### config.mk
export PLATFORM = sky130hd
export DESIGN_NAME = swc_top
export DESIGN_NICKNAME = d
export VERILOG_FILES = /design/src/swc_pkg.sv /design/src/swc_top.sv /design/src/swc_divider.sv
export SDC_FILE = /design/constraint.sdc
export NUM_CORES = 1
export LEC_CHECK = 0
export BUFFER_PORTS_ARGS = -buffer_cell sky130_fd_sc_hd__buf_2
export CAP_MARGIN = 20
export CORE_MARGIN = 10
export CORE_UTILIZATION = 60
export DETAILED_ROUTE_END_ITERATION = 10
export PLACE_DENSITY = 0.87
export SYNTH_ARGS = -nofsm -noshare
export SYNTH_HDL_FRONTEND = slang
export SYNTH_SLANG_ARGS = --single-unit
### constraint.sdc
create_clock -name mclk -period 4.4 [get_ports mclk]
set_input_delay 1.32 -clock mclk [delete_from_list [all_inputs] [get_ports mclk]]
set_output_delay 1.32 -clock mclk [all_outputs]
set_load 0.01 [all_outputs]
### src/swc_pkg.sv
// Constants for the switching clock, sync and strap block
package swc_pkg;
	// Command codes on the management port
	localparam logic [7:0] CMD_FREQ_SWITCH  = 8'h33;
	localparam logic [7:0] CMD_FAULT_STATUS = 8'h80;
	localparam logic [7:0] CMD_USER_CONFIG  = 8'hD1;
	localparam logic [7:0] CMD_CLEAR_FAULTS = 8'h03;
	localparam logic [7:0] CMD_STORE_USER   = 8'h15;
	// Fault status and user configuration fields
	localparam int         FAULT_EXT_PERIOD_BIT = 3;
	localparam int         CFG_EXT_SEL_BIT      = 0;
	localparam int         CFG_SYNC_OUT_BIT     = 1;
	localparam logic [1:0] CFG_RESET            = 2'h0;
	// Frequency arithmetic, frequencies in kHz, divisors in reference cycles
	localparam logic [15:0] REF_KHZ       = 16'h7530;
	localparam logic [15:0] FREQ_MIN_KHZ  = 16'h00C8;
	localparam logic [15:0] FREQ_MAX_KHZ  = 16'h03E8;
	localparam logic [15:0] FREQ_OPEN_KHZ = 16'h01F4;
	localparam logic [7:0]  DIV_MIN       = 8'h1E;
	localparam logic [7:0]  DIV_MAX       = 8'h96;
	localparam logic [7:0]  DIV_RESET     = 8'h3C;
	// Sixteen strap codes to switching frequency in kHz
	localparam logic [15:0] STRAP_KHZ [16] = '{
		16'h00FA, 16'h012C, 16'h0161, 16'h0190,
		16'h01C7, 16'h01F4, 16'h0221, 16'h0258,
		16'h028C, 16'h02BA, 16'h02EE, 16'h032B,
		16'h0359, 16'h038D, 16'h03C8, 16'h03E8};
	// Bus address base for the combined set point and address strap
	localparam logic [6:0] ADDR_BASE = 7'h60;
	// Timing: sync must appear within this time after reset
	localparam int POR_SYNC_MS     = 50;
	localparam int CLK_KHZ         = 50000;
	localparam int POR_SYNC_CYCLES = POR_SYNC_MS * CLK_KHZ;
	// Loss window in reference cycles, beyond the slowest period
	localparam logic [7:0] LOSS_REF_CYCLES = 8'hC8;
	typedef enum logic [1:0] {
		ST_STRAP = 2'b00,
		ST_CALC  = 2'b01,
		ST_RUN   = 2'b11
	} swc_state_e;
endpackage

### src/swc_top.sv
// Switching clock generation, sync handling and strap configuration
// What this block does
// - Sample straps once after reset, then run
// - Divide reference by integer 30 to 150
// - Round requested frequency to nearest divisor
// - Frequency from sync strap or command 33h
// - Switching clock may follow external sync
// - Drive sync pin out on internal clock
// - Follow any in-range external frequency
// - Lost sync sets fault bit, shuts down
// - After loss, re-enable on internal clock
// - Resync only at reset or config command
// - One strap sets set point and address
// - Config storable and readable by command
`timescale 1ns/1ns
module swc_top #(
	parameter int POR_CYCLES = swc_pkg::POR_SYNC_CYCLES
) (
	input  wire logic        mclk,
	input  wire logic        nrst,
	input  wire logic        ref_tick,
	input  wire logic        en,
	input  wire logic        strap_valid,
	input  wire logic [3:0]  sync_strap_code,
	input  wire logic        sync_strap_open,
	input  wire logic [4:0]  setpoint_strap_row,
	input  wire logic [2:0]  setpoint_strap_col,
	input  wire logic        sync_i,
	output logic             sync_o,
	output logic             sync_oe,
	input  wire logic        cmd_valid,
	input  wire logic        cmd_write,
	input  wire logic [7:0]  cmd_code,
	input  wire logic [15:0] cmd_wdata,
	output logic             rsp_valid,
	output logic             rsp_err,
	output logic      [15:0] rsp_data,
	output logic             nv_save,
	output logic             sw_clk,
	output logic             pll_ext_sel,
	output logic             out_enable,
	output logic      [4:0]  setpoint_code,
	output logic      [6:0]  bus_address
);
	localparam int CW = 22;
	localparam logic [CW-1:0] POR_LAST = CW'(POR_CYCLES - 1);
	swc_pkg::swc_state_e state, next_state;
	logic [15:0] freq_set, next_freq_set;
	logic [7:0]  divisor, next_divisor;
	logic [1:0]  user_cfg, next_user_cfg;
	logic        ext_mode, next_ext_mode;
	logic        por_wait, next_por_wait;
	logic [CW-1:0] por_cnt, next_por_cnt;
	logic [7:0]  loss_cnt, next_loss_cnt;
	logic        fault, next_fault;
	logic        shut, next_shut;
	logic        sync_q;
	logic [7:0]  ph_cnt, next_ph_cnt;
	logic        next_sw_clk;
	logic        next_rsp_valid, next_rsp_err, next_nv_save;
	logic [15:0] next_rsp_data;
	logic [4:0]  next_setpoint;
	logic [6:0]  next_address;
	logic        sync_edge, loss_hit, div_start, div_busy, div_done;
	logic [15:0] div_den, div_quo, strap_khz;
	logic        wr_freq, wr_cfg, clr_fault;

	// Rising sync edge, pin is already synchronous
	assign sync_edge = sync_i && !sync_q;
	assign loss_hit  = ext_mode && ref_tick && !sync_edge &&
		(loss_cnt == swc_pkg::LOSS_REF_CYCLES - 8'h01);
	assign wr_freq   = cmd_valid && cmd_write &&
		(cmd_code == swc_pkg::CMD_FREQ_SWITCH) && state == swc_pkg::ST_RUN;
	assign wr_cfg    = cmd_valid && cmd_write &&
		(cmd_code == swc_pkg::CMD_USER_CONFIG);
	assign clr_fault = cmd_valid && cmd_write &&
		(cmd_code == swc_pkg::CMD_CLEAR_FAULTS);
	assign strap_khz = sync_strap_open ? swc_pkg::FREQ_OPEN_KHZ :
		swc_pkg::STRAP_KHZ[sync_strap_code];

	// Divider operand: clamped frequency, rounded by half divisor
	always_comb begin
		div_den = wr_freq ? cmd_wdata : strap_khz;
		if (div_den < swc_pkg::FREQ_MIN_KHZ) begin
			div_den = swc_pkg::FREQ_MIN_KHZ;
		end else if (div_den > swc_pkg::FREQ_MAX_KHZ) begin
			div_den = swc_pkg::FREQ_MAX_KHZ;
		end
	end
	assign div_start = (state == swc_pkg::ST_STRAP && strap_valid) || wr_freq;

	swc_divider u_div (
		.mclk  (mclk),
		.nrst  (nrst),
		.start (div_start),
		.num   (swc_pkg::REF_KHZ + {1'b0, div_den[15:1]}),
		.den   (div_den),
		.quo   (div_quo),
		.busy  (div_busy),
		.done  (div_done)
	);

	// Configuration, mode, loss and fault next values
	always_comb begin
		next_state    = state;
		next_freq_set = freq_set;
		next_divisor  = divisor;
		next_user_cfg = user_cfg;
		next_ext_mode = ext_mode;
		next_por_wait = por_wait;
		next_por_cnt  = por_cnt;
		next_loss_cnt = loss_cnt;
		next_fault    = fault;
		next_shut     = shut;
		next_setpoint = setpoint_code;
		next_address  = bus_address;
		case (state)
			swc_pkg::ST_STRAP: begin
				if (strap_valid) begin
					next_freq_set = strap_khz;
					next_setpoint = setpoint_strap_row;
					next_address  = swc_pkg::ADDR_BASE +
						{4'h0, setpoint_strap_col};
					next_state    = swc_pkg::ST_CALC;
				end
			end
			swc_pkg::ST_CALC: begin
				if (div_done) begin
					next_state = swc_pkg::ST_RUN;
				end
			end
			swc_pkg::ST_RUN: begin
				if (wr_freq) begin
					next_freq_set = cmd_wdata;
					next_state    = swc_pkg::ST_CALC;
				end
			end
			default: next_state = swc_pkg::ST_STRAP;
		endcase
		// Nearest whole divisor, held inside its legal span
		if (div_done) begin
			if (div_quo < {8'h00, swc_pkg::DIV_MIN}) begin
				next_divisor = swc_pkg::DIV_MIN;
			end else if (div_quo > {8'h00, swc_pkg::DIV_MAX}) begin
				next_divisor = swc_pkg::DIV_MAX;
			end else begin
				next_divisor = div_quo[7:0];
			end
		end
		// Lock to sync in the window after reset, or by config command
		if (por_wait) begin
			next_por_cnt = por_cnt + CW'(1);
			if (sync_edge) begin
				next_ext_mode = 1'b1;
				next_por_wait = 1'b0;
			end else if (por_cnt == POR_LAST) begin
				next_por_wait = 1'b0;
			end
		end
		if (wr_cfg) begin
			next_user_cfg = cmd_wdata[1:0];
			next_ext_mode = cmd_wdata[swc_pkg::CFG_EXT_SEL_BIT];
			next_por_wait = 1'b0;
		end
		// Reference cycles since the last sync edge
		if (!ext_mode || sync_edge) begin
			next_loss_cnt = 8'h00;
		end else if (ref_tick) begin
			next_loss_cnt = loss_cnt + 8'h01;
		end
		if (clr_fault) begin
			next_fault = 1'b0;
		end
		if (!en) begin
			next_shut = 1'b0;
		end
		if (loss_hit) begin
			next_fault    = 1'b1;
			next_shut     = 1'b1;
			next_ext_mode = 1'b0;
			next_loss_cnt = 8'h00;
		end
	end

	// Internal divided clock, or the external sync when locked
	always_comb begin
		next_ph_cnt = ph_cnt;
		next_sw_clk = sw_clk;
		if (ext_mode) begin
			next_ph_cnt = 8'h00;
			next_sw_clk = sync_i;
		end else if (ref_tick) begin
			if (ph_cnt >= divisor - 8'h01) begin
				next_ph_cnt = 8'h00;
			end else begin
				next_ph_cnt = ph_cnt + 8'h01;
			end
			next_sw_clk = next_ph_cnt < {1'b0, divisor[7:1]};
		end
	end

	// Command answers, one cycle after the request
	always_comb begin
		next_rsp_valid = cmd_valid;
		next_rsp_err   = 1'b0;
		next_rsp_data  = 16'h0000;
		next_nv_save   = 1'b0;
		if (cmd_valid) begin
			if (cmd_code == swc_pkg::CMD_FREQ_SWITCH) begin
				next_rsp_data = freq_set;
				next_rsp_err  = cmd_write && state != swc_pkg::ST_RUN;
			end else if (cmd_code == swc_pkg::CMD_FAULT_STATUS) begin
				next_rsp_data = 16'h0000;
				next_rsp_data[swc_pkg::FAULT_EXT_PERIOD_BIT] = fault;
				next_rsp_err  = cmd_write;
			end else if (cmd_code == swc_pkg::CMD_USER_CONFIG) begin
				next_rsp_data = {14'h0000, user_cfg};
			end else if (cmd_code == swc_pkg::CMD_CLEAR_FAULTS) begin
				next_rsp_err  = !cmd_write;
			end else if (cmd_code == swc_pkg::CMD_STORE_USER) begin
				next_nv_save  = cmd_write;
				next_rsp_err  = !cmd_write;
			end else begin
				next_rsp_err  = 1'b1;
			end
		end
	end

	// Register stage for all state
	always_ff @(posedge mclk) begin
		if (!nrst) begin
			state         <= swc_pkg::ST_STRAP;
			freq_set      <= swc_pkg::FREQ_OPEN_KHZ;
			divisor       <= swc_pkg::DIV_RESET;
			user_cfg      <= swc_pkg::CFG_RESET;
			ext_mode      <= 1'b0;
			por_wait      <= 1'b1;
			por_cnt       <= '0;
			loss_cnt      <= 8'h00;
			fault         <= 1'b0;
			shut          <= 1'b0;
			sync_q        <= 1'b0;
			ph_cnt        <= 8'h00;
			sw_clk        <= 1'b0;
			rsp_valid     <= 1'b0;
			rsp_err       <= 1'b0;
			rsp_data      <= 16'h0000;
			nv_save       <= 1'b0;
			setpoint_code <= 5'h00;
			bus_address   <= 7'h00;
		end else begin
			state         <= next_state;
			freq_set      <= next_freq_set;
			divisor       <= next_divisor;
			user_cfg      <= next_user_cfg;
			ext_mode      <= next_ext_mode;
			por_wait      <= next_por_wait;
			por_cnt       <= next_por_cnt;
			loss_cnt      <= next_loss_cnt;
			fault         <= next_fault;
			shut          <= next_shut;
			sync_q        <= sync_i;
			ph_cnt        <= next_ph_cnt;
			sw_clk        <= next_sw_clk;
			rsp_valid     <= next_rsp_valid;
			rsp_err       <= next_rsp_err;
			rsp_data      <= next_rsp_data;
			nv_save       <= next_nv_save;
			setpoint_code <= next_setpoint;
			bus_address   <= next_address;
		end
	end

	// Pin and status outputs
	assign pll_ext_sel = ext_mode;
	assign sync_oe     = !ext_mode && !por_wait &&
		user_cfg[swc_pkg::CFG_SYNC_OUT_BIT];
	assign sync_o      = sw_clk;
	assign out_enable  = en && !shut && state != swc_pkg::ST_STRAP;

	// Checks
	property p_strap_once;
		@(posedge mclk) disable iff (!nrst)
		state != swc_pkg::ST_STRAP |=> $stable(bus_address) &&
			$stable(setpoint_code);
	endproperty
	a_strap_once: assert property (p_strap_once)
		else $error("strap result changed after sampling");
	property p_div_range;
		@(posedge mclk) disable iff (!nrst)
		state == swc_pkg::ST_RUN |-> divisor >= swc_pkg::DIV_MIN &&
			divisor <= swc_pkg::DIV_MAX;
	endproperty
	a_div_range: assert property (p_div_range)
		else $error("divisor outside 30 to 150");
	property p_round;
		@(posedge mclk) disable iff (!nrst)
		div_start && !div_busy && div_den == 16'h0253 |-> ##18 divisor == 8'h32;
	endproperty
	a_round: assert property (p_round)
		else $error("595 kHz did not select divisor 50");
	property p_freq_cmd;
		@(posedge mclk) disable iff (!nrst)
		wr_freq |=> state == swc_pkg::ST_CALC && freq_set == $past(cmd_wdata);
	endproperty
	a_freq_cmd: assert property (p_freq_cmd)
		else $error("frequency write not taken");
	property p_open;
		@(posedge mclk) disable iff (!nrst)
		state == swc_pkg::ST_STRAP && strap_valid && sync_strap_open
			|=> freq_set == swc_pkg::FREQ_OPEN_KHZ;
	endproperty
	a_open: assert property (p_open)
		else $error("open strap did not give 500 kHz");
	property p_follow;
		@(posedge mclk) disable iff (!nrst)
		ext_mode ##1 ext_mode |-> sw_clk == $past(sync_i);
	endproperty
	a_follow: assert property (p_follow)
		else $error("switching clock not following sync");
	property p_sync_out;
		@(posedge mclk) disable iff (!nrst)
		sync_oe |-> !ext_mode &&
			(!$changed(sync_o) || $past(ref_tick) || $past(ext_mode));
	endproperty
	a_sync_out: assert property (p_sync_out)
		else $error("sync output not the internal divided clock");
	property p_loss;
		@(posedge mclk) disable iff (!nrst)
		loss_hit |=> fault && shut && !ext_mode && !out_enable;
	endproperty
	a_loss: assert property (p_loss)
		else $error("loss of sync not handled");
	property p_stay_int;
		@(posedge mclk) disable iff (!nrst)
		!ext_mode && !por_wait && !wr_cfg |=> !ext_mode;
	endproperty
	a_stay_int: assert property (p_stay_int)
		else $error("external mode resumed without cause");
	property p_sticky;
		@(posedge mclk) disable iff (!nrst)
		fault && !clr_fault |=> fault;
	endproperty
	a_sticky: assert property (p_sticky)
		else $error("fault bit dropped without clear");
	property p_store;
		@(posedge mclk) disable iff (!nrst)
		cmd_valid && cmd_write && cmd_code == swc_pkg::CMD_STORE_USER
			|=> nv_save && rsp_valid;
	endproperty
	a_store: assert property (p_store)
		else $error("store command not forwarded");
	c_run: cover property (@(posedge mclk) disable iff (!nrst)
		state == swc_pkg::ST_CALC ##1 state == swc_pkg::ST_RUN);
	c_lock: cover property (@(posedge mclk) disable iff (!nrst)
		por_wait && sync_edge);
	c_loss: cover property (@(posedge mclk) disable iff (!nrst) loss_hit);
endmodule

### src/swc_divider.sv
// Sequential restoring divider for the switching period divisor
`timescale 1ns/1ns
module swc_divider (
	input  wire logic        mclk,
	input  wire logic        nrst,
	input  wire logic        start,
	input  wire logic [15:0] num,
	input  wire logic [15:0] den,
	output logic      [15:0] quo,
	output logic             busy,
	output logic             done
);
	logic [16:0] rem;
	logic [3:0]  cnt;
	logic [16:0] next_rem;
	logic [15:0] next_quo;
	logic [3:0]  next_cnt;
	logic        next_busy;
	logic        next_done;
	logic [16:0] shifted;
	logic [15:0] den_q;
	logic [15:0] next_den;

	// One quotient bit per cycle, sixteen cycles per division
	always_comb begin
		shifted   = {rem[15:0], quo[15]};
		next_rem  = rem;
		next_quo  = quo;
		next_cnt  = cnt;
		next_busy = busy;
		next_done = 1'b0;
		next_den  = den_q;
		// Divisor held for the whole division; the caller's operand may move
		if (start && !busy) begin
			next_rem  = 17'h00000;
			next_quo  = num;
			next_den  = den;
			next_cnt  = 4'h0;
			next_busy = 1'b1;
		end else if (busy) begin
			if (shifted >= {1'b0, den_q}) begin
				next_rem = shifted - {1'b0, den_q};
				next_quo = {quo[14:0], 1'b1};
			end else begin
				next_rem = shifted;
				next_quo = {quo[14:0], 1'b0};
			end
			next_cnt = cnt + 4'h1;
			if (cnt == 4'hF) begin
				next_busy = 1'b0;
				next_done = 1'b1;
			end
		end
	end

	// Register stage
	always_ff @(posedge mclk) begin
		if (!nrst) begin
			rem  <= 17'h00000;
			quo  <= 16'h0000;
			cnt  <= 4'h0;
			busy <= 1'b0;
			done <= 1'b0;
			den_q <= 16'h0000;
		end else begin
			rem  <= next_rem;
			quo  <= next_quo;
			cnt  <= next_cnt;
			busy <= next_busy;
			done <= next_done;
			den_q <= next_den;
		end
	end
endmodule

# Word-level counts from Yosys, hierarchy flattened
# Memory sizes are Yosys's and may differ from the RTL's.
# Cells that the tools add are included.
# Widths: inputs -> output; s select.
[word_totals]
ff_bits = 157
rom_bits = 256
inputBits = 45
out_inout_bits = 36
n_memories = 1
[op_classes]
add_sub_neg = 8
n_lt_le_gt_ge = 8
n_eq_ne = 15
muxes = 47
n_bitwise = 5
reduce_logical = 44
[memory_table]
columns = ["name", "words", "width", "rd", "rd_ports_with_merged_regs", "wr", "line_no", "text"]
rows = [
  ["(name not given)", 16, 16, 1, 0, 0, "swc_top.sv:79", "swc_pkg::STRAP_KHZ[sync_strap_code];"],
]
[ops]
columns = ["op", "count"]
rows = [
  ["$mux 16", 12],
  ["$mux 8", 5],
  ["$pmux 16 s2", 1],
  ["$eq 8x8->1 const B", 3],
  ["$mux 1", 23],
  ["$add 22x1->22 const B", 1],
  ["$eq 22x22->1 const B", 1],
  ["$ge 17x16->1", 1],
  ["$add 15x15->16 const A", 1],
  ["$add 8x1->8 const B", 2],
  ["$gt 16x10->1 const B", 1],
  ["$gt 16x8->1 const B", 1],
  ["$logic_and 1x1->1", 16],
  ["$lt 16x5->1 const B", 1],
  ["$lt 16x8->1 const B", 1],
  ["$sub 16x16->16", 1],
  ["$reduce_bool 2->1", 7],
  ["$eq 8x2->1 const B", 1],
  ["$eq 8x5->1 const B", 1],
  ["$eq 8x6->1 const B", 1],
  ["$ge 8x8->1", 1],
  ["$lt 8x7->1", 1],
  ["$mux 2", 4],
  ["$sub 8x1->8 const B", 1],
  ["other kinds (20)", 39],
]

# Depth between registers and ports, before layout
# Gate-level depths: netlist of run 1.
[logic_depth]
word_depth = 11
ltp_mapped = 17

# Hierarchy
# From an unflattened synthesis of run 1, not the netlist that was laid out.
[hier_totals]
hier_cells = 1059
area_unflattened_um2 = 8774.7
[by_module_without_submodules]
columns = ["mod", "n_inst", "cells_per_inst", "area_per_inst_um2", "seq_area_each_um2"]
rows = [
  ["swc_top", 1, 659, 5515.3, 2001.9],
  ["swc_divider", 1, 400, 3259.4, 1081.0],
]

# Worst setup path after synthesis of run 1
# No wires, ideal clock.
[synth_timing]
path_type = "input to register"
startpoint = "input port cmd_code[7]"
endpoint = "register u_div.quo[8]"
t_arrival_ns = 3.895
path_slack_ns = 0.384
stages = 13
cell_sequence = "or2_1 > or2_0 > buf_2 > or4_1 > buf_6 > mux2i_4 > o31ai_2 > o21ai_0 > ha_1 > nor2_1 > mux2i_1 > o21ai_0 > a21oi_1"
[synth_between]
elab_chain_len = 9
[synth_rtl]
columns = ["element", "line_no", "text"]
rows = [
  ["from (decl)", "swc_top.sv:33", "input wire logic [7:0] cmd_code,"],
  ["$eq 8x6->1 *", "swc_top.sv:73", "(cmd_code == swc_pkg::CMD_FREQ_SWITCH) && state == swc_pkg::ST_RUN;"],
  ["$logic_and 1x1->1 *", "swc_top.sv:72", "assign wr_freq = cmd_valid && cmd_write &&"],
  ["$logic_and 1x1->1 *", "swc_top.sv:73", ""],
  ["$mux 16", "swc_top.sv:83", "div_den = wr_freq ? cmd_wdata : strap_khz;"],
  ["$gt 16x10->1", "swc_top.sv:86", "end else if (div_den > swc_pkg::FREQ_MAX_KHZ) begin"],
  ["$mux 16", "swc_top.sv:86", ""],
  ["$mux 16", "swc_top.sv:84", "if (div_den < swc_pkg::FREQ_MIN_KHZ) begin"],
  ["$add 15x15->16", "swc_top.sv:96", ".num (swc_pkg::REF_KHZ + {1'b0, div_den[15:1]}),"],
  ["$mux 16", "swc_divider.sv:34", "if (start && !busy) begin"],
  ["to (signal assigned)", "swc_divider.sv:67", "quo <= next_quo;"],
  ["to (decl)", "swc_divider.sv:9", "output logic [15:0] quo,"],
]
# Mark *: on every way between the ends. The rest lies on a longest branch, timed or not.
# A chain may end at the register's enable or synchronous reset.

# Worst setup path in the final report of run 1
[layout_timing]
startpoint = "input port sync_strap_code[1]"
endpoint = "register u_div.quo[8]"
[layout_between]
elab_chain_len = 11
[layout_rtl]
columns = ["element", "line_no", "text"]
rows = [
  ["from (decl)", "swc_top.sv:24", "input wire logic [3:0] sync_strap_code,"],
  ["$not 4->5 (implied by the code) *", "swc_top.sv:79", ""],
  ["$mem_v2 16x16 *", "--", ""],
  ["$mux 16 (implied by the code) * (2 in a row)", "swc_top.sv:79", ""],
  ["$mux 16 *", "swc_top.sv:78", "assign strap_khz = sync_strap_open ? swc_pkg::FREQ_OPEN_KHZ :"],
  ["$mux 16 *", "swc_top.sv:83", ""],
  ["$gt 16x10->1", "swc_top.sv:86", ""],
  ["$mux 16", "swc_top.sv:86", ""],
  ["$mux 16 *", "swc_top.sv:84", ""],
  ["$add 15x15->16 *", "swc_top.sv:96", ""],
  ["$mux 16 *", "swc_divider.sv:34", ""],
]
# Mark *: on every way between the ends. The rest lies on a longest branch, timed or not. The select of a mux whose other input is x is not followed.

==> flow_summary.json, run 1 <==
{
  "holdPathStages": 2,
  "max-cap-violations": 0,
  "dieWidth_um": 137,
  "final_hold_viol_count": 0,
  "cp-end-kind": "register",
  "via_count": 7513,
  "nets": 1156,
  "grt_pass1_vias": 7135,
  "tightest_slew_ns": 0.915,
  "clk_latency_ns": 0.43,
  "cts_tree": "done",
  "period_minus_slack_ns": 3.92,
  "syn_avg_cell_area_um2": 8.13,
  "p_per_area_mw_per_mm2": 399,
  "grt_use_total": 0.220,
  "yosys-top-cells-count": "dfxtp_1 (154), nor2_1 (135), nand2_1 (83)",
  "dr.pass1.iters": 5,
  "dp.final_hpwl_um": 14600,
  "critical_path_buf_inv_count": 3,
  "rows": 42,
  "dieHeight_um": 137,
  "timing.rr.end": "sw_clk$_SDFFE_PN0P_",
  "hold_start": "u_div.den_q[11]$_SDFFE_PN0P_",
  "cts.sinks": 154,
  "seqCellArea_mm2": 0.00308,
  "synthesis.area_mm2": 0.00817,
  "pin_count": 81,
  "synth_seq_area_share": 0.377,
  "gr-total-overflow": 0,
  "cp_top_family": "compound AO/OA/AOI/OAI gates",
  "maxSlewHeadroom": 0.388,
  "cts_setup_buffers": 0,
  "critical-path-max-stage-delay_ns": 0.50,
  "fp.dieArea_mm2": 0.0187,
  "drc": 0,
  "synth_edf_count": 0,
  "rr_worst_depth": 16,
  "worstPathRequired_ns": 4.72,
  "crit_fanout": 9,
  "leakagePower_nw": 3.94,
  "cp_slowest_cell": "or4_1",
  "setup_viol": 0,
  "grt_setup_unrepaired": "false",
  "grt_max_degree": 53,
  "dpl_cell_area_mm2": 0.00869,
  "area_growth_pct": 13.4,
  "drtIter0Drc": 568,
  "post_drt_wl_per_cell_um": 16.3,
  "synth_area_leaders": "dfxtp_1 (38%), ha_1 (6.7%), nor2_1 (6.2%), a21oi_1 (4.1%), nand2_1 (3.8%)",
  "cts_resized": 0,
  "multiInputGateArea_mm2": 0.00467,
  "ir_drop_mv": 0.268,
  "criticalPathCategory": "primary input to register",
  "start_util": 0.615,
  "grt_pass1_wl_um": 33900,
  "grt_antenna_before_repair": 0,
  "clockBufferDepth": 2,
  "fin_ws_ns": 0.478,
  "layout-drive-gt1-share": 0.135,
  "slew_violations": 0,
  "ff2ff_setup_slack_ns": 1.04,
  "portBuffers": 78,
  "ys.warnings.count": 0,
  "ant_nets": 0,
  "fp.coreArea_mm2": 0.0133,
  "tns_ns": 0,
  "outcome": "finished, final reports clean",
  "reg2reg_from": "divisor[2]$_SDFFE_PN1P_",
  "synth_most_common_cell": "dfxtp_1",
  "synthCells": 1006,
  "ys.flop_type": "dfxtp_1",
  "worstPathArrival_ns": 4.24,
  "antennaDiodeCount": 0,
  "hold_class": "register to register",
  "fillerInstances": 991,
  "htreeDepth": 4,
  "synth_cell_types": 71,
  "pre_cts_slack_ns": 0.123,
  "p_total_mw": 3.70,
  "clk_pin_slew_ns": 0.07,
  "numCtsBuffers": 17,
  "cp-start-kind": "primary input",
  "cts_hold_buf": 0,
  "final_util": 0.697,
  "synth.largest_area_cell": "dfxtp_1",
  "synth_top_area_share": 0.377,
  "fin_crit_sh": 0.891,
  "routed_wirelength_um": 20500,
  "finClkSkew_ns": 0.00943,
  "async_reset_ff_frac": 0,
  "finalWeightedCongestion": 0.925,
  "clockRootBuffer": "clkbuf_16",
  "holdPathEnd": "u_div.den_q[11]$_SDFFE_PN0P_",
  "vias_per_cell": 5.99,
  "synth-seq-cells": 154,
  "crit_chain": "buf_2, inv_1, ha_1, mux4_2, inv_1, a21oi_1, or4_1, o31ai_2, o21ai_0, ha_1, nor2_1, mux2i_1, o21ai_0, a21oi_1",
  "final_cell_area_mm2": 0.00927,
  "max_freq_mhz": 255
}
layout make-up:
cell class                 count  area share
sequential                   154       0.332
tap                          176      0.0237
inverter                      55      0.0223
multi-input combinational    745       0.504
timing repair buffer          93      0.0542
clock buffer                  19      0.0488
clock inverter                13      0.0144
tightest hold or removal path, cell delays in order, from the launching register on:
cell and delay [ns]:
dfxtp_1 0.30, inv_1 0.06, nor2_1 0.04
logic make-up after synthesis:
logic type / share of synthesized area
flops: 0.377
mux: 0.0426
buf+inv: 0.0525
xor+xnor: 0.0536
fa+ha+maj: 0.0698
compound gates: 0.174
other cells: 0.000459
simple gates: 0.230
cells in the final DEF (no fill, tap or decap), types with 11 or more instances in the layout:
master / instances
inv_1: 54
xor2_1: 29
dfxtp_1: 154
buf_4: 15
o21a_1: 13
a211oi_1: 11
nand2_1: 83
ha_1: 44
a21oi_1: 67
xnor2_1: 21
nor4_1: 11
and3_1: 20
nand4_1: 17
clkbuf_16: 17
o21ai_0: 51
nand3_1: 40
buf_2: 78
nor2_1: 134
mux2i_1: 28
nor3_1: 29
metrics by stage:
step / instances / hold slack [ns]
after global routing: 1255 / 0.458
final: 1255 / 0.441
after global placement: 1223 / 0.431
after floorplan: 1007 / 0.422
after CTS: 1255 / 0.445
after detailed placement: 1223 / 0.436
sequential cells by signal, indices dropped and copies added (netlist names), 5 cells and up:
register,cells
divisor,8
freq_set,16
loss_cnt,8
ph_cnt,8
por_cnt,22
rsp_data,16
setpoint_code,5
u_div.den_q,16
u_div.quo,16
u_div.rem,16
worst max path at each step:
stage / startpoint / to / slack [ns] / depth (start not counted)
after global placement: sync_strap_code[1] / u_div.quo[8]$_SDFFE_PN0P_ / 0.20 / 14
after global routing: sync_strap_code[1] / u_div.quo[8]$_SDFFE_PN0P_ / 0.36 / 14
after CTS: sync_strap_code[1] / u_div.quo[8]$_SDFFE_PN0P_ / 0.52 / 14
final: sync_strap_code[1] / u_div.quo[8]$_SDFFE_PN0P_ / 0.48 / 14
after detailed placement: sync_strap_code[1] / u_div.quo[8]$_SDFFE_PN0P_ / 0.12 / 14
after floorplan: cmd_code[7] / u_div.quo[8]$_SDFFE_PN0P_ / 0.38 / 13
power by group:
group | leakage, nW | switching, mW | internal (mW)
Sequential | 1.25 | 0.0546 | 1.45
Clock | 0.290 | 0.630 | 0.825
Combinational | 2.39 | 0.428 | 0.311
Total | 3.94 | 1.11 | 2.59
layer usage:
metal  wire [um]  up-vias  GRT usage
li1            -     3667          -
met1        8810     3487      0.267
met2        9610      317      0.362
met3        1600       42     0.0623
met4         460        0     0.0870
met5           0        -          0
Note: power is estimated with default switching activity, not from simulation.
==> run 2, diff against run 1 <==
Settings changed: CORE_UTILIZATION 60 to 62, CTS_BUF_LIST set to sky130_fd_sc_hd__clkbuf_8, PLACE_DENSITY 0.87 to 0.89.
==> run 2 against run 1 <==
Core utilization rose by 1.3 points. Non-clock buffer count stayed put. Final area shrank 2.1%. First-iteration DRC count shrank 2.5%. Largest cell class unchanged.
==> flow_summary.json, run 2 (same netlist as run 1, synthesis figures left out) <==
{
  "tns_ns": 0,
  "ant_nets": 0,
  "dieHeight_um": 135,
  "period_minus_slack_ns": 3.96,
  "critical-path-max-stage-delay_ns": 0.51,
  "crit_chain": "buf_2, inv_1, ha_1, mux4_2, inv_1, a21oi_1, or4_1, o31ai_2, o21ai_0, ha_1, nor2_1, mux2i_1, o21ai_0, a21oi_1",
  "cts_tree": "done",
  "leakagePower_nw": 3.85,
  "nets": 1156,
  "grt_pass1_wl_um": 33800,
  "final_util": 0.711,
  "fin_crit_sh": 0.899,
  "start_util": 0.640,
  "clockBufferDepth": 2,
  "max-cap-violations": 0,
  "largest_reg_flops": 22,
  "slew_violations": 0,
  "cp-start-kind": "primary input",
  "area_growth_pct": 11.1,
  "clk_latency_ns": 0.46,
  "outcome": "finished, final reports clean",
  "timing.rr.end": "sw_clk$_SDFFE_PN0P_",
  "vias_per_cell": 5.96,
  "worstPathArrival_ns": 4.31,
  "cts.sinks": 154,
  "cp-end-kind": "register",
  "cts_setup_buffers": 0,
  "ff2ff_setup_slack_ns": 0.92,
  "finClkSkew_ns": 0.0107,
  "p_per_area_mw_per_mm2": 366,
  "grt_pass1_vias": 7198,
  "numCtsBuffers": 17,
  "dp.final_hpwl_um": 14400,
  "cts_hold_buf": 0,
  "reg2reg_from": "divisor[2]$_SDFFE_PN1P_",
  "cp_slowest_cell": "or4_1",
  "pin_count": 81,
  "p_total_mw": 3.33,
  "fp.dieArea_mm2": 0.0182,
  "routed_wirelength_um": 20000,
  "final_hold_viol_count": 0,
  "hold_class": "register to register",
  "setup_viol": 0,
  "cts_resized": 0,
  "fp.coreArea_mm2": 0.0128,
  "clk_pin_slew_ns": 0.08,
  "rows": 41,
  "gr-total-overflow": 0,
  "crit_fanout": 7,
  "tightest_slew_ns": 0.930,
  "critical_path_buf_inv_count": 3,
  "grt_antenna_before_repair": 0,
  "grt_use_total": 0.222,
  "maxSlewHeadroom": 0.378,
  "drc": 0,
  "grt_max_degree": 53,
  "cp.depth": 14,
  "antennaDiodeCount": 0,
  "final_cell_mix": "dfxtp_1 (154), nor2_1 (134), nand2_1 (83)",
  "htreeDepth": 4,
  "post_drt_wl_per_cell_um": 16.0,
  "via_count": 7450,
  "rr_worst_depth": 16,
  "endpoint": "u_div.quo[8]$_SDFFE_PN0P_",
  "max_freq_mhz": 253,
  "dr.pass1.iters": 5,
  "final_cell_area_mm2": 0.00908,
  "layout-drive-gt1-share": 0.135,
  "final_common_cell": "dfxtp_1",
  "regMostFlops": "por_cnt",
  "grt_setup_unrepaired": "false",
  "dpl_cell_area_mm2": 0.00868,
  "finalWeightedCongestion": 0.943,
  "clockRootBuffer": "clkbuf_8",
  "dieWidth_um": 135,
  "worstPathRequired_ns": 4.75,
  "portBuffers": 78,
  "criticalPathCategory": "primary input to register",
  "crit_path_start": "sync_strap_code[0]",
  "ir_drop_mv": 0.320,
  "drtIter0Drc": 554,
  "cp_top_family": "compound AO/OA/AOI/OAI gates"
}
[run 2: cell count changes in the layout (fill, tap and decap cells not counted), sizes merged]
cell / before / now
inv: 61 / 63
clkbuf: 19 / 18
clkinv: 5 / 4
[run 2: layout make-up]
cell class | count | area (um2)
clock buffer | 18 | 248
clock inverter | 14 | 149
fill | 979 | 3700
inverter | 55 | 206
multi-input combinational | 745 | 4670
sequential | 154 | 3080
tap | 172 | 215
timing repair buffer | 93 | 503
[run 2: power by group]
part           internal [mW]  switching (mW)
clock network          0.485           0.595
registers               1.45          0.0530
logic                  0.311           0.429
total                   2.25            1.08
[run 2: worst min path at each step]
stage | from | end | slack (ns) | cells after the start
finish | u_div.den_q[11]$_SDFFE_PN0P_ | u_div.den_q[11]$_SDFFE_PN0P_ | 0.44 | 2
global route | u_div.den_q[11]$_SDFFE_PN0P_ | u_div.den_q[11]$_SDFFE_PN0P_ | 0.46 | 2
global placement | u_div.den_q[11]$_SDFFE_PN0P_ | u_div.den_q[11]$_SDFFE_PN0P_ | 0.43 | 2
floorplan | u_div.den_q[10]$_SDFFE_PN0P_ | u_div.den_q[10]$_SDFFE_PN0P_ | 0.42 | 2
detailed placement | u_div.den_q[11]$_SDFFE_PN0P_ | u_div.den_q[11]$_SDFFE_PN0P_ | 0.44 | 2
CTS | u_div.den_q[11]$_SDFFE_PN0P_ | u_div.den_q[11]$_SDFFE_PN0P_ | 0.45 | 2
[run 2: worst min-delay path, delay by kind of cell (launching register included)]
family,cells,cell delay (ns)
and+or+nand+nor,1,0.04
DFF,1,0.31
buffers and inverters,1,0.06
[run 2: metrics by stage]
| stage | cells | hold slack, ns | setup slack (ns) |
|---|---|---|---|
| finish | 1251 | 0.445 | 0.444 |
| global route | 1251 | 0.462 | 0.305 |
| CTS | 1251 | 0.449 | 0.476 |
| detailed placement | 1219 | 0.437 | 0.0553 |
| global placement | 1219 | 0.429 | 0.144 |
| floorplan | 1007 | 0.422 | 0.384 |
[run 2: routing by layer]
metal	vias to the layer above	wire, um	global-route usage
met5	-	0	0
met4	0	431	0.0859
met1	3466	8780	0.270
met2	284	9300	0.363
li1	3663	-	-
met3	37	1470	0.0642
